File: src/bml_pkg.sv
/*
 Package for the boot mode loader: mode codes, boot addresses, default
 peripheral settings, block header layout and the carrier structs.
 Assumes nothing beyond a SystemVerilog-2012 compiler.
*/
package bml_pkg;

	// Boot source codes on the four select pins
	localparam logic [3:0] MODE_IDLE     = 4'h0;
	localparam logic [3:0] MODE_FLASH    = 4'h1;
	localparam logic [3:0] MODE_FIFO     = 4'h2;
	localparam logic [3:0] MODE_SPI_MEM  = 4'h3;
	localparam logic [3:0] MODE_SPI_HOST = 4'h4;
	localparam logic [3:0] MODE_I2C_MEM  = 4'h5;
	localparam logic [3:0] MODE_I2C_HOST = 4'h6;
	localparam logic [3:0] MODE_UART     = 4'h7;
	localparam logic [3:0] MODE_SDRAM    = 4'hA;
	localparam logic [3:0] MODE_HDMA16   = 4'hE;
	localparam logic [3:0] MODE_HDMA8    = 4'hF;

	// Start addresses of the stream per source
	localparam logic [31:0] ADDR_FLASH   = 32'h2000_0000;
	localparam logic [31:0] ADDR_FIFO    = 32'h2030_0000;
	localparam logic [31:0] ADDR_SDRAM   = 32'h0000_0010;
	localparam logic [31:0] ADDR_L1_CALL = 32'hFFA0_0000;
	localparam logic [31:0] ADDR_ZERO    = 32'h0000_0000;

	// Default settings of the boot peripherals
	localparam logic [3:0]  FLASH_SETUP  = 4'h4;
	localparam logic [3:0]  FLASH_ACCESS = 4'hF;
	localparam logic [3:0]  FLASH_HOLD   = 4'h3;
	localparam logic [7:0]  SPI_BAUD_DEF = 8'h85;
	localparam logic [7:0]  SPI_READ_CMD = 8'h03;
	localparam logic [7:0]  SPI_ADDR_PAD = 8'h00;
	localparam logic [7:0]  I2C_MEM_ADDR = 8'hA0;
	localparam logic [6:0]  I2C_OWN_ADDR = 7'h5F;
	localparam logic [7:0]  I2C_PRESCALE = 8'h0A;
	localparam logic [15:0] I2C_I2C_CLOCK_DIVIDER   = 16'h0811;
	localparam logic [15:0] I2C_INT_ADDR = 16'h0000;
	localparam logic [1:0]  I2C_ADDR_LEN = 2'h2;

	// Autobaud and acknowledge
	localparam logic [7:0] AB_CHAR  = 8'h40;
	localparam logic [7:0] ACK_HEAD = 8'hBF;
	localparam logic [7:0] ACK_TAIL = 8'h00;
	localparam logic [1:0] ACK_LAST = 2'h3;
	// 0x40 LSB first: start plus six zero bits precede the first one
	localparam logic [3:0] AB_LOW_BITS = 4'h7;
	localparam logic [3:0] AB_LOG2     = 4'h3;

	// Block header: 16 bytes, LSB first
	localparam logic [3:0] HDR_LAST      = 4'hF;
	localparam logic [3:0] HDR_ADDR_LO   = 4'h4;
	localparam logic [3:0] HDR_COUNT_LO  = 4'h8;
	localparam logic [3:0] HDR_FLAGS_LO  = 4'hC;
	localparam int         FLG_FINAL     = 15;
	localparam int         FLG_JUMP      = 14;
	localparam int         FLG_WIDTH16   = 13;

	typedef enum logic [2:0] {
		WIDTH_NONE,
		WIDTH_8,
		WIDTH_16,
		WIDTH_ACK16,
		WIDTH_INT8
	} bml_width_e;

	// Settings handed to the boot peripheral at start of boot
	typedef struct packed {
		logic [3:0]  source;
		logic [31:0] start_addr;
		logic [7:0]  spi_baud;
		logic [7:0]  i2c_prescale;
		logic [15:0] i2c_i2c_clock_divider;
		logic [7:0]  i2c_dev_addr;
		logic [11:0] flash_timing;
		bml_width_e  port_width;
	} bml_cfg_s;

	// One byte of boot stream with its handshake
	typedef struct packed {
		logic       valid;
		logic [7:0] data;
	} bml_byte_s;

	// Memory write produced by the loader
	typedef struct packed {
		logic        valid;
		logic [31:0] addr;
		logic [7:0]  data;
	} bml_wr_s;

endpackage

File: src/bml_loader.sv
/*
 Boot mode loader: captures the mode pins at reset, configures the boot
 source, runs UART autobaud, parses the block-structured stream and
 starts execution. Assumes a byte stream from the selected peripheral
 and pins from outside sampled by three flip-flops here.
*/
// Functional notes
// - Capture four mode pins after each power-on or software reset.
// - Decode mode codes to sources; reserved codes behave as idle.
// - Mode zero performs no boot and idles.
// - Flash mode starts at async bank base, 8 bits wide; header can pick a jump.
// - Flash mode uses 4 setup, 15 access, 3 hold cycles.
// - FIFO mode reads 16-bit words, each requested by low pulse.
// - SPI memory: select by gpio, send read then zero bytes.
// - SPI memory loads baud divisor 0x85 before transfer.
// - I2C memory: master at 0xA0, read from address zero, two bytes.
// - I2C memory uses prescale 0xA and divider 0x0811.
// - I2C host mode: slave at 0x5F acknowledging when addressed.
// - UART host sends 0x40; device measures it for bit rate.
// - After autobaud send 0xBF, divisor low, divisor high, 0x00.
// - UART mode drops RTS when busy and ignores CTS.
// - SDRAM mode warm boots from 0x10 with controller ready.
// - Host DMA: 16-bit ack mode or 8-bit interrupt, little endian.
// - Host call command jumps to fixed L1 address.
// - Each block starts with 16-byte header of count and address.
// - After last block execute from reset event vector.
// - Hold host wait asserted until pre-boot finishes.
`timescale 1ns/100ps

module bml_loader (
	// Clock and reset
	input  wire logic              CORE_CLK,
	input  wire logic              NRST,
	// Reset source and pins
	input  wire logic              SOFT_RESET,
	input  wire logic [3:0]        BOOT_SOURCE_SELECT,
	input  wire logic              PREBOOT_DONE,
	input  wire logic [31:0]       RESET_EVENT_VECTOR,
	// Boot byte stream from the selected peripheral
	input  wire bml_pkg::bml_byte_s STREAM_IN,
	output logic                   STREAM_READY,
	// Pins sampled and driven by the loader
	input  wire logic              DMA_REQUEST_ONE_N,
	input  wire logic              UART_RXD,
	input  wire logic              UART_CTS,
	output logic                   UART_TXD,
	output logic                   UART_RTS_N,
	output logic                   FLASH_SELECT_GPIO_N,
	output logic                   HOST_WAIT_OUT,
	output logic                   HOST_READY_FLAG,
	input  wire logic              HOST_CALL_COMMAND,
	// Configuration and results
	output bml_pkg::bml_cfg_s      BOOT_CFG,
	output bml_pkg::bml_wr_s       MEM_WR,
	output logic                   SPI_PREAMBLE,
	output logic                   FIFO_WORD_TAKEN,
	output logic                   JUMP_VALID,
	output logic [31:0]            JUMP_ADDR,
	output logic                   BOOT_IDLE
);

	typedef enum logic [3:0] {
		S_CAPTURE,
		S_PREBOOT,
		S_IDLE,
		S_AUTOBAUD,
		S_ACK,
		S_HOST,
		S_HEADER,
		S_PAYLOAD,
		S_DONE
	} bml_state_e;

	bml_state_e          state_q, state_d;
	logic [3:0]          mode_q;
	logic [2:0]          rxd_sync_q;
	logic [2:0]          dmar_sync_q;
	logic [2:0]          cmd_sync_q;
	logic                rxd_stable_q, dmar_stable_q, cmd_stable_q;
	logic [127:0]        hdr_q;
	logic [3:0]          hdr_idx_q;
	logic [31:0]         count_q, addr_q;
	logic [19:0]         ab_cnt_q;
	logic                ab_run_q;
	logic [15:0]         divisor_q;
	logic [1:0]          ack_idx_q;
	logic                ack_end_q;
	logic [3:0]          tx_bit_q;
	logic [15:0]         tx_cnt_q;
	logic [9:0]          tx_sh_q;
	logic                soft_q;
	bml_pkg::bml_cfg_s   cfg_q;
	bml_pkg::bml_wr_s    wr_q;

	// Field extraction from the little-endian header
	function automatic logic [31:0] hdr_word(input logic [127:0] h, input logic [3:0] lo);
		hdr_word = h[{lo, 3'h0} +: 32];
	endfunction

	function automatic logic is_valid_mode(input logic [3:0] m);
		is_valid_mode = (m <= bml_pkg::MODE_UART) || (m == bml_pkg::MODE_SDRAM) ||
			(m == bml_pkg::MODE_HDMA16) || (m == bml_pkg::MODE_HDMA8);
	endfunction

	wire logic        take_byte   = STREAM_IN.valid && STREAM_READY;
	wire logic [127:0] hdr_next   = {STREAM_IN.data, hdr_q[127:8]};
	wire logic [31:0] flags_w     = hdr_word(hdr_next, bml_pkg::HDR_FLAGS_LO);
	wire logic        flag_final  = flags_w[bml_pkg::FLG_FINAL];
	wire logic        flag_jump   = flags_w[bml_pkg::FLG_JUMP];
	wire logic        is_hdma     = (mode_q == bml_pkg::MODE_HDMA16) || (mode_q == bml_pkg::MODE_HDMA8);
	wire logic        is_uart     = (mode_q == bml_pkg::MODE_UART);
	wire logic        ack_done    = ack_end_q && (tx_bit_q == 4'h0);
	wire logic [7:0]  ack_byte    = (ack_idx_q == 2'h0) ? bml_pkg::ACK_HEAD :
		(ack_idx_q == 2'h1) ? divisor_q[7:0] :
		(ack_idx_q == 2'h2) ? divisor_q[15:8] : bml_pkg::ACK_TAIL;
	wire logic        ab_fall     = (rxd_sync_q[2] == rxd_sync_q[1]) && !rxd_sync_q[1] && rxd_stable_q;
	wire logic        ab_rise     = (rxd_sync_q[2] == rxd_sync_q[1]) && rxd_sync_q[1] && !rxd_stable_q;
	wire logic        dmar_fall   = (dmar_sync_q[2] == dmar_sync_q[1]) && !dmar_sync_q[1] && dmar_stable_q;
	wire logic        cmd_rise    = (cmd_sync_q[2] == cmd_sync_q[1]) && cmd_sync_q[1] && !cmd_stable_q;

	// Config presets per source
	function automatic bml_pkg::bml_cfg_s mode_cfg(input logic [3:0] m);
		mode_cfg              = '0;
		mode_cfg.source       = m;
		mode_cfg.port_width   = bml_pkg::WIDTH_8;
		mode_cfg.i2c_dev_addr = {1'b0, bml_pkg::I2C_OWN_ADDR};
		case (m)
			bml_pkg::MODE_FLASH: begin
				mode_cfg.start_addr   = bml_pkg::ADDR_FLASH;
				mode_cfg.flash_timing = {bml_pkg::FLASH_SETUP, bml_pkg::FLASH_ACCESS,
					bml_pkg::FLASH_HOLD};
			end
			bml_pkg::MODE_FIFO: begin
				mode_cfg.start_addr = bml_pkg::ADDR_FIFO;
				mode_cfg.port_width = bml_pkg::WIDTH_16;
			end
			bml_pkg::MODE_SPI_MEM: begin
				mode_cfg.spi_baud = bml_pkg::SPI_BAUD_DEF;
			end
			bml_pkg::MODE_I2C_MEM: begin
				mode_cfg.i2c_dev_addr = bml_pkg::I2C_MEM_ADDR;
				mode_cfg.start_addr   = {16'h0000, bml_pkg::I2C_INT_ADDR};
				mode_cfg.i2c_prescale = bml_pkg::I2C_PRESCALE;
				mode_cfg.i2c_i2c_clock_divider   = bml_pkg::I2C_I2C_CLOCK_DIVIDER;
			end
			bml_pkg::MODE_SDRAM: begin
				mode_cfg.start_addr = bml_pkg::ADDR_SDRAM;
			end
			bml_pkg::MODE_HDMA16: begin
				mode_cfg.port_width = bml_pkg::WIDTH_ACK16;
			end
			bml_pkg::MODE_HDMA8: begin
				mode_cfg.port_width = bml_pkg::WIDTH_INT8;
			end
			default: begin
				mode_cfg.start_addr = bml_pkg::ADDR_ZERO;
			end
		endcase
	endfunction

	// Next state
	always_comb begin
		state_d = state_q;
		case (state_q)
			S_CAPTURE: state_d = S_PREBOOT;
			S_PREBOOT: begin
				if (PREBOOT_DONE) begin
					if (!is_valid_mode(mode_q) || mode_q == bml_pkg::MODE_IDLE)
						state_d = S_IDLE;
					else if (is_uart)
						state_d = S_AUTOBAUD;
					else if (is_hdma)
						state_d = S_HOST;
					else
						state_d = S_HEADER;
				end
			end
			S_AUTOBAUD: if (ab_run_q && ab_rise) state_d = S_ACK;
			S_ACK:      if (ack_done && tx_cnt_q == 16'h0) state_d = S_HEADER;
			S_HOST:     if (cmd_rise) state_d = S_DONE;
			S_HEADER: begin
				if (take_byte && hdr_idx_q == bml_pkg::HDR_LAST) begin
					if (flag_jump || flag_final && hdr_word(hdr_next, bml_pkg::HDR_COUNT_LO) == 32'h0)
						state_d = S_DONE;
					else if (hdr_word(hdr_next, bml_pkg::HDR_COUNT_LO) != 32'h0)
						state_d = S_PAYLOAD;
				end
			end
			S_PAYLOAD: begin
				if (take_byte && count_q == 32'h1)
					state_d = hdr_q[{bml_pkg::HDR_FLAGS_LO, 3'h0} + bml_pkg::FLG_FINAL] ? S_DONE : S_HEADER;
			end
			S_IDLE:  state_d = S_IDLE;
			S_DONE:  state_d = S_DONE;
			default: state_d = S_IDLE;
		endcase
	end

	// Pin synchronisers; the third stage only confirms the second
	always_ff @(posedge CORE_CLK or negedge NRST) begin
		if (!NRST) begin
			rxd_sync_q   <= 3'h7;
			dmar_sync_q  <= 3'h7;
			cmd_sync_q   <= 3'h0;
			rxd_stable_q <= 1'b1;
			dmar_stable_q <= 1'b1;
			cmd_stable_q <= 1'b0;
		end else begin
			rxd_sync_q  <= {rxd_sync_q[1:0], UART_RXD};
			dmar_sync_q <= {dmar_sync_q[1:0], DMA_REQUEST_ONE_N};
			cmd_sync_q  <= {cmd_sync_q[1:0], HOST_CALL_COMMAND};
			if (rxd_sync_q[2] == rxd_sync_q[1]) rxd_stable_q <= rxd_sync_q[2];
			if (dmar_sync_q[2] == dmar_sync_q[1]) dmar_stable_q <= dmar_sync_q[2];
			if (cmd_sync_q[2] == cmd_sync_q[1]) cmd_stable_q <= cmd_sync_q[2];
		end
	end

	// Mode capture after reset release or software reset
	always_ff @(posedge CORE_CLK or negedge NRST) begin
		if (!NRST) begin
			state_q <= S_CAPTURE;
			mode_q  <= bml_pkg::MODE_IDLE;
			soft_q  <= 1'b0;
			cfg_q   <= '0;
		end else begin
			soft_q <= SOFT_RESET;
			if (SOFT_RESET && !soft_q) begin
				state_q <= S_CAPTURE;
			end else begin
				state_q <= state_d;
				if (state_q == S_CAPTURE) begin
					mode_q <= BOOT_SOURCE_SELECT;
					cfg_q  <= mode_cfg(BOOT_SOURCE_SELECT);
				end
			end
		end
	end

	// Autobaud: time the low run of start bit plus six zeros
	always_ff @(posedge CORE_CLK or negedge NRST) begin
		if (!NRST) begin
			ab_run_q  <= 1'b0;
			ab_cnt_q  <= 20'h0;
			divisor_q <= 16'h0;
		end else if (state_q == S_AUTOBAUD) begin
			if (ab_fall) begin
				ab_run_q <= 1'b1;
				ab_cnt_q <= 20'h0;
			end else if (ab_run_q) begin
				ab_cnt_q <= ab_cnt_q + 20'h1;
			end
			if (ab_run_q && ab_rise)
				divisor_q <= 16'(ab_cnt_q / 20'(bml_pkg::AB_LOW_BITS));
		end else begin
			ab_run_q <= 1'b0;
		end
	end

	// Acknowledge transmitter, 8N1 at the measured rate
	always_ff @(posedge CORE_CLK or negedge NRST) begin
		if (!NRST) begin
			ack_idx_q <= 2'h0;
			ack_end_q <= 1'b0;
			tx_bit_q  <= 4'h0;
			tx_cnt_q  <= 16'h0;
			tx_sh_q   <= 10'h3FF;
		end else if (state_q == S_ACK) begin
			if (tx_cnt_q != 16'h0) begin
				tx_cnt_q <= tx_cnt_q - 16'h1;
			end else if (tx_bit_q != 4'h0) begin
				tx_sh_q  <= {1'b1, tx_sh_q[9:1]};
				tx_bit_q <= tx_bit_q - 4'h1;
				tx_cnt_q <= divisor_q;
				if (tx_bit_q == 4'h1 && ack_idx_q != bml_pkg::ACK_LAST)
					ack_idx_q <= ack_idx_q + 2'h1;
				// Done only after the tail byte has left, not when it is due
				if (tx_bit_q == 4'h1 && ack_idx_q == bml_pkg::ACK_LAST)
					ack_end_q <= 1'b1;
			end else if (!ack_end_q) begin
				tx_sh_q  <= {1'b1, ack_byte, 1'b0};
				tx_bit_q <= 4'hA;
				tx_cnt_q <= divisor_q;
			end
		end else begin
			ack_idx_q <= 2'h0;
			ack_end_q <= 1'b0;
			tx_bit_q  <= 4'h0;
			tx_sh_q   <= 10'h3FF;
		end
	end

	// Header gather and payload writes
	always_ff @(posedge CORE_CLK or negedge NRST) begin
		if (!NRST) begin
			hdr_q     <= '0;
			hdr_idx_q <= 4'h0;
			count_q   <= 32'h0;
			addr_q    <= 32'h0;
			wr_q      <= '0;
		end else begin
			wr_q.valid <= 1'b0;
			if (state_q == S_HEADER && take_byte) begin
				hdr_q     <= hdr_next;
				hdr_idx_q <= hdr_idx_q + 4'h1;
				if (hdr_idx_q == bml_pkg::HDR_LAST) begin
					addr_q  <= hdr_word(hdr_next, bml_pkg::HDR_ADDR_LO);
					count_q <= hdr_word(hdr_next, bml_pkg::HDR_COUNT_LO);
				end
			end else if (state_q == S_PAYLOAD && take_byte) begin
				wr_q    <= '{valid: 1'b1, addr: addr_q, data: STREAM_IN.data};
				addr_q  <= addr_q + 32'h1;
				count_q <= count_q - 32'h1;
			end else if (state_q != S_HEADER) begin
				hdr_idx_q <= 4'h0;
			end
		end
	end

	// Registered outputs
	always_ff @(posedge CORE_CLK or negedge NRST) begin
		if (!NRST) begin
			STREAM_READY        <= 1'b0;
			UART_TXD            <= 1'b1;
			UART_RTS_N          <= 1'b1;
			FLASH_SELECT_GPIO_N <= 1'b1;
			HOST_WAIT_OUT       <= 1'b1;
			HOST_READY_FLAG     <= 1'b0;
			BOOT_CFG            <= '0;
			MEM_WR              <= '0;
			SPI_PREAMBLE        <= 1'b0;
			FIFO_WORD_TAKEN     <= 1'b0;
			JUMP_VALID          <= 1'b0;
			JUMP_ADDR           <= 32'h0;
			BOOT_IDLE           <= 1'b0;
		end else begin
			STREAM_READY <= (state_d == S_HEADER || state_d == S_PAYLOAD) && !STREAM_READY;
			UART_TXD     <= tx_sh_q[0];
			// Busy outside stream states; CTS is not looked at
			UART_RTS_N   <= !(is_uart && (state_d == S_HEADER || state_d == S_PAYLOAD));
			FLASH_SELECT_GPIO_N <= !(mode_q == bml_pkg::MODE_SPI_MEM &&
				(state_q == S_HEADER || state_q == S_PAYLOAD));
			SPI_PREAMBLE <= (mode_q == bml_pkg::MODE_SPI_MEM) && state_q == S_PREBOOT;
			// Stays high through pre-boot; low in host state or while a byte can be taken
			HOST_WAIT_OUT   <= !(state_d == S_HOST ||
				(state_d == S_HEADER || state_d == S_PAYLOAD) && !STREAM_READY);
			HOST_READY_FLAG <= is_hdma && state_d == S_HOST;
			BOOT_CFG        <= cfg_q;
			MEM_WR          <= wr_q;
			FIFO_WORD_TAKEN <= (mode_q == bml_pkg::MODE_FIFO) && dmar_fall;
			BOOT_IDLE       <= state_q == S_IDLE;
			if (state_q != S_DONE && state_d == S_DONE) begin
				JUMP_VALID <= 1'b1;
				if (state_q == S_HOST)
					JUMP_ADDR <= bml_pkg::ADDR_L1_CALL;
				else if (state_q == S_HEADER && flag_jump)
					JUMP_ADDR <= hdr_word(hdr_next, bml_pkg::HDR_ADDR_LO);
				else
					JUMP_ADDR <= RESET_EVENT_VECTOR;
			end else if (state_d != S_DONE) begin
				JUMP_VALID <= 1'b0;
			end
		end
	end

endmodule

File: config.mk
export PLATFORM = sky130hd
export DESIGN_NAME = bml_loader
export DESIGN_NICKNAME = d
export VERILOG_FILES = /design/src/bml_pkg.sv /design/src/bml_loader.sv
export SDC_FILE = /design/constraint.sdc
export NUM_CORES = 1
export LEC_CHECK = 0
export BUFFER_PORTS_ARGS = -buffer_cell sky130_fd_sc_hd__buf_4
export CAP_MARGIN = 20
export CORE_MARGIN = 1.5
export CORE_UTILIZATION = 40
export CTS_CLUSTER_SIZE = 16
export DETAILED_ROUTE_END_ITERATION = 7
export PLACE_DENSITY = 0.61
export REMOVE_ABC_BUFFERS = 1
export SYNTH_ARGS = -nofsm -noshare
export SYNTH_HDL_FRONTEND = slang
export SYNTH_SLANG_ARGS = --single-unit
File: constraint.sdc
create_clock -name CORE_CLK -period 9.1 [get_ports CORE_CLK]
set_input_delay 2.275 -clock CORE_CLK [delete_from_list [all_inputs] [get_ports CORE_CLK]]
set_output_delay 2.275 -clock CORE_CLK [all_outputs]
set_load 0.05 [all_outputs]
==> summary.md, run 1 <==
| Metric | Value |
|---|---|
| Status | `finished clean` |
| DR WL/cell | `around 16 um` |
| Relative slew slack | `0.310` |
| Crit. End Element | `register` |
| Core area | `roughly 50000 sq um` |
| Setup Skew | `between 0.03 and 0.04 ns` |
| Worst EP arrival | `~8.6 ns` |
| Largest net degree at the start of global routing | `~170` |
| Routability cong. | `0.824` |
| H-tree levels | `2` |
| Setup Buffers After CTS | `0` |
| Starting Density | `0.404` |
| Placed Area | `~22000 sq um` |
| Mux cell area share after synthesis | `0.0441` |
| Async SR Flop Fraction | `1.00` |
| Chip height | `between 200 and 250 um` |
| CTS Buf Count | `44` |
| DRT iter0 DRCs | `1542` |
| Final setup vio count | `0` |
| Max VDD drop | `approximately 0.14 mV` |
| XOR/XNOR Fraction of Synth Area | `0.00608` |
| Internal | `around 3.3 mW` |
| Tightest Pin Transition | `about 1.0 ns` |
| Global-route usage over all layers | `0.190` |
| WHS | `approximately 0.36 ns` |
| Crit path cell chain | `o31a_1 -> o21ai_1 -> a21oi_1 -> nor3_2 -> a211oi_2 -> nand2_1 -> a221oi_1 -> a21oi_1 -> a31oi_1 -> o31a_1 -> a21oi_1 -> a2111oi_2 -> o2bb2a_2 -> and2_1 -> or2_2 -> nor3b_1 -> a311o_1 -> ha_1 -> inv_1 -> o31a_1 -> o2bb2ai_1 -> a221o_1 -> mux2_4 -> a31oi_2` |
| Main combinational cell family by area after synthesis | `simple AND/OR/NAND/NOR gates` |
| Unrepaired setup endpoints after global routing | `false` |
| CTS tree | `done` |
| Final layout net count | `2382` |
| IO Count | `about 230` |
| Drt drc | `0` |
| DIE WIDTH | `roughly 230 um` |
| First-pass iteration count of the detailed router | `6` |
| Die ar. | `between 50000 and 60000 sq um` |
| Seq/Total Area, Yosys | `0.490` |
| CP max-delay cell | `dfrtp_1` |
| Cells after Synth | `2232` |
| Worst skew pair latency | `roughly 0.59 ns` |
| Area share of fa/ha/maj cells after synthesis | `0.0134` |
| Max Fclk | `about 120 MHz` |
| Fin area | `around 23000 sq um` |
| Post-Syn Area per Cell | `roughly 9 sq um` |
| Max incr delay on CP | `0.96 ns` |
| Final WL | `approximately 49 mm` |
| Layout cells sized above 1 | `0.161` |
| PortBufs | `168` |
| Critical Path RT | `between 9 and 10 ns` |
| Commonest non-fill, non-tap cells in the layout | `nand2_1, dfrtp_1, o21ai_0, buf_4, a21oi_1` |
| Post-synthesis simple-gate area fraction | `0.198` |
| Reg clk slew, reported paths | `0.06 ns` |
| Vias per Instance | `5.46` |
| Final hold violations | `0` |
| Yosys cell types | `between 100 and 150` |
| Sw power | `1.67 mW` |
| N_diodes | `0` |
| Compound-Gate Fraction of Synth Area | `0.181` |
| Setup crit start kind | `register` |
| Minimum clock period | `between 8 and 9 ns` |
| Post-CTS resize count | `0` |
| Mapped Area | `between 20000 and 25000 sq um` |
| Maximum clock insertion buffer count | `3` |
| Via count | `around 16k` |
| Commonest non-fill, non-tap cell in the layout | `nand2_1` |
| Max_cap viols | `0` |
| Vias in the first global route | `between 15k and 20k` |
| First-pass GRT wire length | `between 80 and 90 mm` |
| Clock share of power | `0.351` |
| CP Max Fanout | `31` |
| Synthesis Warnings | `0` |
| ANT nets after route | `0` |
| Crit path max-delay family | `compound AO/OA/AOI/OAI gates` |
| Leak Pwr | `~11 nW` |
| Max-slew violations | `0` |
| Critical path buffers and inverters | `1` |
| GR Overflow Total | `0` |
| Root Buffer | `clkbuf_16` |
| Post-DP HPWL | `between 30 and 40 mm` |
| #FFs+latches synth | `394` |
| # hold bufs at CTS | `0` |
| Final period util | `0.885` |
| Final core occ | `0.459` |
| Initial antenna violation count | `1` |
| Clk sinks | `394` |
| Worst hold path class | `register to register` |
| Ys flop type | `dfrtp_1` |
| Sw frac | `0.339` |
| Synth-to-Final Area Change | `13.7%` |
| Sequential power share | `0.426` |
| Kind of critical path | `register to register` |
| EDFF count, synth | `0` |
| Pwr/cell area | `215 nW/um^2` |
| Comb pwr share | `0.223` |
| Row Count | `82` |
synth_stat cells (13+ instances only):
library cell | number | share of area
a211oi_1 | 19 | 0.0071
a21oi_1 | 133 | 0.033
a31oi_1 | 19 | 0.0059
and3_1 | 35 | 0.011
buf_4 | 79 | 0.029
clkbuf_1 | 106 | 0.020
dfrtp_1 | 373 | 0.46
dfstp_2 | 21 | 0.027
ha_1 | 20 | 0.012
inv_1 | 48 | 0.0089
mux2_2 | 51 | 0.028
mux2i_1 | 30 | 0.015
nand2_1 | 473 | 0.088
nand3_1 | 57 | 0.014
nand4_1 | 22 | 0.0068
nor2_1 | 127 | 0.024
nor3_1 | 53 | 0.013
nor4_1 | 31 | 0.0096
o211ai_1 | 13 | 0.0048
o21ai_0 | 185 | 0.046
o22ai_1 | 28 | 0.0087
o31ai_1 | 32 | 0.012
or3_1 | 14 | 0.0043
final timing paths:
check | slack, ns | start | end | cells after the start
worst max register to register | 1.04 | ab_cnt_q[14] | divisor_q[0] | 24
max in group asynchronous | 5.99 | NRST | cmd_sync_q[0] | 2
worst min register to register | 0.36 | wr_q[40] | MEM_WR[40] | 0
worst max-delay path | 1.04 | ab_cnt_q[14] | divisor_q[0] | 24
worst min-delay path | 0.36 | wr_q[40] | MEM_WR[40] | 0
min in group asynchronous | 1.70 | NRST | BOOT_CFG[2] | 1
logic make-up (layout without fill, tap and decap cells):
family	count (synthesis)	in the layout
other	1	57
and+or+nand+nor	888	888
buffers and inverters	264	318
DFF	394	394
adders and majority gates	22	22
muxes	82	82
xor gates and xnor gates	14	14
AOI/OAI and AO/OA	567	567
per-layer routing:
metal  track usage  wire length, um  up-vias
met5             0                0        -
met4        0.0547             1140        0
met1         0.277            23700     7985
met2         0.287            21700      486
li1              -                -     7920
met3        0.0332             2890       74
cell type report:
type | instances | area (sq um)
clock inverter | 13 | 121
inverter | 55 | 206
clock buffer | 66 | 1300
tap | 672 | 841
timing repair buffer | 184 | 1400
multi-input combinational | 1630 | 9190
sequential | 394 | 9890
fill | 4800 | 27000
state kept, by name, summed over array words and instances, names as in the netlist, 4 cells and up:
signal     cells
hdr_q         88
MEM_WR        41
wr_q          41
JUMP_ADDR     32
addr_q        32
count_q       32
ab_cnt_q      20
divisor_q     16
tx_cnt_q      16
BOOT_CFG      14
cfg_q         14
tx_sh_q        9
hdr_idx_q      4
state_q        4
tx_bit_q       4
power by group through the flow:
stage / Clock (mW) / Sequential (mW) / Combinational [mW]
CTS: 1.78 / 2.11 / 1.11
finish: 1.73 / 2.10 / 1.10
detailed placement: 0 / 2.13 / 1.11
global route: 1.86 / 2.13 / 1.19
floorplan: 0 / 2.52 / 0.344
global placement: 0 / 2.13 / 1.10
metrics by stage:
step                power (mW)  setup TNS, ns  std cells  worst slack, ns
finish                    4.94              0       3014             1.04
floorplan                 2.86        -296.59       2079            -2.87
global placement          3.22              0       2934             1.48
CTS                       5.00              0       3013             1.19
detailed placement        3.25              0       2934             1.23
global route              5.18              0       3014            0.548
(Power assumes the default switching activity.)
==> inputs of run 2 (changes only) <==
ABC_AREA = 1   (was not set)
REMOVE_ABC_BUFFERS = not set   (was 1)
==> run 2 against run 1 <==
Effect of this change:
- the run now ends with DRC left
- clock power about the same
- cell area down 4.3%
- clock skew shrank 0.019 ns
- via count decreased by 6.1%
- first-iteration DRC count down 21%
- cell count up 0.90%
- fmax rose by 24%
- combinational power rose by 46%
- flip-flop and latch count unchanged
- die area is 5.6% lower
- setup slack gained 1.6 ns
- largest cell class unchanged
==> summary.md, run 2 <==
| Metric | Value |
|---|---|
| Status | `complete, but fails checks` |
| Failing checks | `DRC` |
| IO Count | `227 (unchanged)` |
| DRT iter0 DRCs | `1212 (-21%)` |
| Root Buffer | `clkbuf_16` |
| Setup Skew | `0.0174 ns (-0.0188 ns)` |
| Worst hold path class | `register to register` |
| # hold bufs at CTS | `0 (unchanged)` |
| Final layout net count | `2478 (+4.0%)` |
| Cells after Synth | `2275 (+1.9%)` |
| H-tree levels | `2 (unchanged)` |
| Top reg by flops | `hdr_q` |
| Hold Path Origin | `cmd_sync_q[0]` |
| Pwr/cell area | `260 nW/um^2 (+21%)` |
| Reg clk slew, reported paths | `0.06 ns (about the same)` |
| Fin area | `22000 sq um (-4.3%)` |
| N_diodes | `0 (unchanged)` |
| Mapped Area | `19000 sq um (-5.7%)` |
| Max incr delay on CP | `0.42 ns (-0.54 ns)` |
| #FFs+latches synth | `394 (unchanged)` |
| Largest net degree at the start of global routing | `175 (+5.4%)` |
| ANT nets after route | `0 (unchanged)` |
| Vias in the first global route | `14.8k (-2.4%)` |
| Setup crit start kind | `register` |
| Post-Syn Area per Cell | `8.36 sq um (-7.5%)` |
| Worst skew pair latency | `0.56 ns (-0.03 ns)` |
| Async SR Flop Fraction | `1.00 (unchanged)` |
| Clk sinks | `394 (unchanged)` |
| CTS Buf Count | `42 (-4.5%)` |
| Setup TNS | `0 ns (unchanged)` |
| CP Max Fanout | `5 (-84%)` |
| Main area contributors after synthesis | `dfrtp_1, nand2_1, o21ai_0` |
| WHS | `0.356 ns (-0.00174 ns)` |
| EDFF count, synth | `0 (unchanged)` |
| Post-DP HPWL | `33.5 mm (+1.6%)` |
| Unrepaired setup endpoints after global routing | `false` |
| Final WL | `47.5 mm (-3.9%)` |
| Relative slew slack | `0.370 (+0.0594)` |
| Chip height | `221 um (-2.9%)` |
| Fillers | `4490 (-6.5%)` |
| Synth-to-Final Area Change | `15.4%` |
| Post-CTS resize count | `0 (unchanged)` |
| Final WS setup | `2.63 ns (+1.59 ns)` |
| Row Count | `79 (-3.7%)` |
| Final period util | `0.711 (-0.174)` |
| Crit. End Element | `register` |
| Final hold violations | `0 (unchanged)` |
| Crit path from | `ab_cnt_q[18]` |
| Ys flop type | `dfrtp_1` |
| Drt drc | `22 (+22)` |
| CP max-delay cell | `dfrtp_1` |
| CTS tree | `done` |
| Initial antenna violation count | `1 (unchanged)` |
| Max FFs per register | `88 (unchanged)` |
| Core area | `46800 sq um (-6.4%)` |
| Reg2Reg Launch Point | `ab_cnt_q[18]` |
| Minimum clock period | `6.47 ns (-1.59 ns)` |
| Die ar. | `48900 sq um (-5.6%)` |
| Most frequent cells after synthesis | `nand2_1, dfrtp_1, inv_1` |
| Kind of critical path | `register to register` |
| Starting Density | `0.407 (+0.00312)` |
| GR Overflow Total | `0 (unchanged)` |
| Via count | `15.5k (-6.1%)` |
| Synth top area share | `0.491 (+0.0280)` |
| PortBufs | `168 (unchanged)` |
| Max VDD drop | `0.133 mV (-5.1%)` |
| Final setup vio count | `0 (unchanged)` |
| DIE WIDTH | `221 um (-2.9%)` |
| First-pass GRT wire length | `77.2 mm (-3.6%)` |
| Critical Path RT | `9.54 ns (-0.06 ns)` |
| Tightest Pin Transition | `0.946 ns (-0.0891 ns)` |
| Max Fclk | `155 MHz (+24%)` |
| Commonest non-fill, non-tap cells in the layout | `nand2_1, dfrtp_1, inv_1, o21ai_0, nor2_1` |
| Leak Pwr | `10.9 nW (+0.31%)` |
| Synth area leader | `dfrtp_1` |
| Biggest regs | `hdr_q (88), MEM_WR (41), wr_q (41)` |
| Vias per Instance | `5.08 (-6.9%)` |
| First-pass iteration count of the detailed router | `8 (+2)` |
| Most frequent cell after synthesis | `nand2_1` |
| Global-route usage over all layers | `0.194 (+0.00417)` |
| Final Power | `5.71 mW (+15%)` |
| DR WL/cell | `15.6 um (-4.7%)` |
| Commonest non-fill, non-tap cell in the layout | `nand2_1` |
| Maximum clock insertion buffer count | `3 (unchanged)` |
| Worst EP arrival | `6.91 ns (-1.64 ns)` |
| Setup WS pre-CTS | `2.74 ns (+1.51 ns)` |
| Hold Path Depth | `0 (unchanged)` |
| Max-slew violations | `0 (unchanged)` |
| Seq/Total Area, Yosys | `0.520 (+0.0297)` |
| Synthesis Warnings | `0 (unchanged)` |
| Layout cells sized above 1 | `0.140 (-0.0213)` |
| Reg2Reg Depth | `59 (+150%)` |
| Max_cap viols | `0 (unchanged)` |
| Routability cong. | `0.883 (+7.1%)` |
| Yosys cell types | `60 (-44%)` |
| Placed Area | `20500 sq um (-4.6%)` |
| Setup Buffers After CTS | `0 (unchanged)` |
[run 2: cell types whose count changed in the layout (fill, tap and decap cells not counted), sizes merged, moves of 33 or more]
cell   before  now
inv        51  261
nand2     473  588
a21oi     136   49
nor2      127  187
o21ai     193  249
mux2       52    1
a31oi      20   58
and3       35    1
nand3      57   90
[run 2: power by group]
group / internal (mW) / switching (mW) / total (mW)
Combinational: 0.472 / 1.14 / 1.61
Clock: 1.04 / 0.699 / 1.74
Sequential: 2.11 / 0.248 / 2.36
Total: 3.62 / 2.08 / 5.71
[run 2: logic make-up (layout without fill, tap and decap cells)]
family	Yosys count	in the layout	share of synthesized area
DFF	394	394	0.520
other	1	57	0.000197
muxes	1	1	0.000592
and+or+nand+nor	959	959	0.216
xor gates and xnor gates	34	34	0.0157
adders and majority gates	20	20	0.0132
AOI/OAI and AO/OA	451	451	0.137
buffers and inverters	415	518	0.0981
[run 2: critical path, delay by kind of cell, from the launching register on]
kind	cells	cell delay (ns)
AO/OA/AOI/OAI	2	0.25
adder cells (fa/ha/maj)	1	0.20
flip-flops	1	0.42
AND/OR/NAND/NOR	52	5.15
buffers and inverters	4	0.31
[run 2: metrics by stage]
stage / util / instances
floorplan: - / 2331
global placement: 0.439 / 2966
detailed placement: 0.439 / 2966
CTS: 0.469 / 3039
global route: 0.470 / 3041
finish: 0.470 / 3041
[run 2: path summary, 6_finish.rpt]
path                                 endpoint  slack [ns]
worst max-delay path             divisor_q[0]        2.63
max in group asynchronous            wr_q[29]        5.84
worst min-delay path            cmd_sync_q[1]        0.36
min in group asynchronous         BOOT_CFG[0]        1.80
worst min register to register  cmd_sync_q[1]        0.36
worst max register to register   divisor_q[0]        2.63
[run 2: layer usage]
layer	routed length (um)	vias up	global-route usage
li1	-	7593	-
met3	2450	68	0.0333
met5	13	-	0
met1	21700	7403	0.263
met2	22300	392	0.318
met4	1110	2	0.0572
[run 2: area by class of cell]
| type | count | area [sq um] | area share |
|---|---|---|---|
| Tap cell | 607 | 759 | 0.0346 |
| Multi-Input combinational cell | 1522 | 7500 | 0.341 |
| Clock inverter | 11 | 141 | 0.00644 |
| Sequential cell | 394 | 9890 | 0.450 |
| Clock buffer | 62 | 1260 | 0.0574 |
| Timing Repair Buffer | 184 | 1440 | 0.0655 |
| Inverter | 261 | 980 | 0.0446 |
==> inputs of run 3 (changes only) <==
ABC_AREA = 0   (was 1)
PLACE_DENSITY = 0.63   (was 0.61)
clock period = 5.8 ns   (was 9.1 ns; I/O delays follow)
==> run 3 against run 2 <==
Effect of this change:
- the run ends with setup timing left
- sequential share of layout area shrank 5.3 points
- setup slack worse by 3.3 ns
- non-clock buffer count increased by 170
- cell count increased by 4.6%
- wire length is 10% higher
- clock skew is 0.016 ns higher
- register-to-register slack lost 3.3 ns
- flip-flop and latch count is the same
- die area grew 6.0%
- critical path type unchanged
- largest cell class unchanged
- highest routed layer is now met4
==> summary.md, run 3 (same netlist as run 1, synthesis figures left out) <==
| Metric | Value |
|---|---|
| Status | `complete, but fails checks` |
| Failing checks | `setup timing` |
| Worst skew pair latency | `0.57 ns (about the same)` |
| DIE WIDTH | `228 um (+2.9%)` |
| WHS Endpoint | `cmd_sync_q[1]` |
| Critical Path RT | `6.27 ns (-3.27 ns)` |
| Setup Skew | `0.0333 ns (+0.0160 ns)` |
| Max VDD drop | `0.227 mV (+71%)` |
| Pwr/cell area | `318 nW/um^2 (+22%)` |
| Post-DP HPWL | `36.6 mm (+9.1%)` |
| Final WS setup | `-0.652 ns (-3.28 ns)` |
| Worst hold path class | `register to register` |
| Final WL | `52.4 mm (+10%)` |
| Largest net degree at the start of global routing | `172 (-1.7%)` |
| Routability cong. | `0.855 (-3.2%)` |
| Unrepaired setup endpoints after global routing | `true` |
| Top reg by flops | `hdr_q` |
| Tightest Pin Transition | `1.01 ns (+0.0655 ns)` |
| Crit. End Element | `register` |
| Setup crit start kind | `register` |
| Reg2Reg Capture Point | `divisor_q[0]` |
| Reg clk slew, reported paths | `0.06 ns (about the same)` |
| Final layout net count | `2550 (+2.9%)` |
| Minimum clock period | `6.45 ns (-0.0195 ns)` |
| Max Fclk | `155 MHz (+0.30%)` |
| Kind of critical path | `register to register` |
| Vias per Instance | `5.35 (+5.2%)` |
| Layout cells sized above 1 | `0.245 (+0.105)` |
| DR WL/cell | `16.5 um (+5.4%)` |
| Max FFs per register | `88 (unchanged)` |
| CP Max Fanout | `7 (+2)` |
| Commonest non-fill, non-tap cell in the layout | `nand2_1` |
| Final Power | `7.93 mW (+39%)` |
| Max-slew violations | `0 (unchanged)` |
| Multi-input logic area | `9680 sq um (+29%)` |
| CTS tree | `done` |
| Fillers | `4684 (+4.3%)` |
| N_diodes | `0 (unchanged)` |
| IO Count | `227 (unchanged)` |
| Global-route usage over all layers | `0.201 (+0.00679)` |
| Worst EP arrival | `6.92 ns (about the same)` |
| Initial antenna violation count | `0 (-1)` |
| Leak Pwr | `11.9 nW (+9.1%)` |
| Row Count | `82 (+3.8%)` |
| Relative slew slack | `0.326 (-0.0436)` |
| Commonest non-fill, non-tap cells in the layout | `nand2_1, dfrtp_1, buf_4, o21ai_0, nor2_1` |
| Chip height | `228 um (+2.9%)` |
| Drt drc | `0 (-100%)` |
| CTS Buf Count | `42 (unchanged)` |
| Die ar. | `51800 sq um (+6.0%)` |
| Biggest regs | `hdr_q (88), MEM_WR (41), wr_q (41)` |
| Synth-to-Final Area Change | `23.6%` |
| First-pass GRT wire length | `84.6 mm (+9.5%)` |
| Reg2Reg Launch Point | `ab_cnt_q[18]` |
| H-tree levels | `2 (unchanged)` |
| Core area | `50000 sq um (+6.9%)` |
| ANT nets after route | `0 (unchanged)` |
| Max_cap viols | `0 (unchanged)` |
| Maximum clock insertion buffer count | `3 (unchanged)` |
| Vias in the first global route | `16.4k (+11%)` |
| GR Overflow Total | `0 (unchanged)` |
| Hold Path Origin | `cmd_sync_q[0]` |
| Final period util | `1.11 (+0.401)` |
| Final setup vio count | `2 (+2)` |
| Reg2Reg Setup Slack | `-0.65 ns (-3.28 ns)` |
| Setup WS pre-CTS | `-0.795 ns (-3.54 ns)` |
| Register area | `9890 sq um (about the same)` |
| Final core occ | `0.499 (+0.0292)` |
| PortBufs | `168 (unchanged)` |
| First-pass iteration count of the detailed router | `5 (-3)` |
| Clk sinks | `394 (unchanged)` |
| Final hold violations | `0 (unchanged)` |
| Hold Path Depth | `0 (unchanged)` |
| Reg2Reg Depth | `25 (-58%)` |
| DRT iter0 DRCs | `1295 (+6.8%)` |
| Root Buffer | `clkbuf_16` |
| Starting Density | `0.404 (-0.00312)` |
| Via count | `17.0k (+10%)` |
## run 3: changes by cell type in the layout (fill, tap and decap cells not counted), moves of 32 or more
cell and delta:
a31oi_1 -42, nand2_1 -86, a21oi_1 +76, o21ai_0 -56
mux2_2 +50, inv_1 -203, buf_4 +161, nor2_1 -57
and3_1 +32
## run 3: what timing repair did
action | 4_1_cts | 5_1_grt
gates cloned | 0 | 1
setup buffers | 17 | 11
hold buffers | 0 | 0
gates resized for setup | 44 | 38
setup endpoints to repair | 2 | 2
endpoints found under the hold margin | 0 | 0
pin swaps | 12 | 27
## run 3: layer usage
| metal | share of wire | GRT usage | vias to the layer above | wire [um] |
|---|---|---|---|---|
| li1 | - | - | 8241 | - |
| met5 | 0 | 0 | - | 0 |
| met2 | 0.47 | 0.330 | 437 | 24700 |
| met1 | 0.46 | 0.275 | 8272 | 24000 |
| met4 | 0.021 | 0.0562 | 0 | 1090 |
| met3 | 0.051 | 0.0296 | 69 | 2680 |
## run 3: stage by stage
step / hold slack [ns] / TNS [ns] / cell area, sq um / cells
2_1_floorplan: 0.331 / -0.519 / 20600 / 2288
3_3_place_gp: 0.336 / -1.31 / 22800 / 3076
3_5_place_dp: 0.342 / -1.44 / 22800 / 3076
4_1_cts: 0.354 / -0.910 / 24600 / 3170
5_1_grt: 0.361 / -1.77 / 24900 / 3182
6_report: 0.348 / -1.27 / 24900 / 3182
## run 3: power breakdown
part | total (mW) | internal (mW) | switching, mW
logic | 1.72 | 0.498 | 1.23
registers | 3.30 | 3.06 | 0.240
clock network | 2.90 | 1.76 | 1.14
## run 3: cell type report
cell class	count	share of cell area
Multi-Input combinational cell	1630	0.388
Inverter	55	0.00828
Timing Repair Buffer	354	0.112
Tap cell	672	0.0337
Clock buffer	57	0.0488
Clock inverter	20	0.0123
Sequential cell	394	0.397
## run 3: critical path: stages (launching register included)
cell	delay, ns
dfrtp_2	0.47
buf_6	0.15
o31a_1	0.30
o211ai_4	0.29
o211a_4	0.25
nor3_4	0.07
a21o_1	0.19
a41oi_4	0.36
buf_6	0.15
nor3_2	0.04
a2111o_1	0.48
clkbuf_16	0.21
a211oi_4	0.25
o21ai_2	0.10
a31o_1	0.23
a311o_1	0.41
a211o_1	0.29
buf_4	0.14
and4_4	0.16
or4_4	0.56
buf_4	0.17
o211ai_1	0.19
o31ai_2	0.10
a221o_1	0.35
mux2_4	0.31
a31oi_2	0.15
## run 3: worst max-delay path by stage
stage | startpoint | to | slack, ns | cells after the start
after global routing | ab_cnt_q[18] | divisor_q[0] | -0.87 | 27
after detailed placement | ab_cnt_q[18] | divisor_q[0] | -0.80 | 26
after floorplan | ab_cnt_q[18] | divisor_q[0] | -0.33 | 28
after global placement | ab_cnt_q[18] | divisor_q[0] | -0.73 | 22
final | ab_cnt_q[18] | divisor_q[0] | -0.65 | 25
after CTS | ab_cnt_q[18] | divisor_q[0] | -0.47 | 29
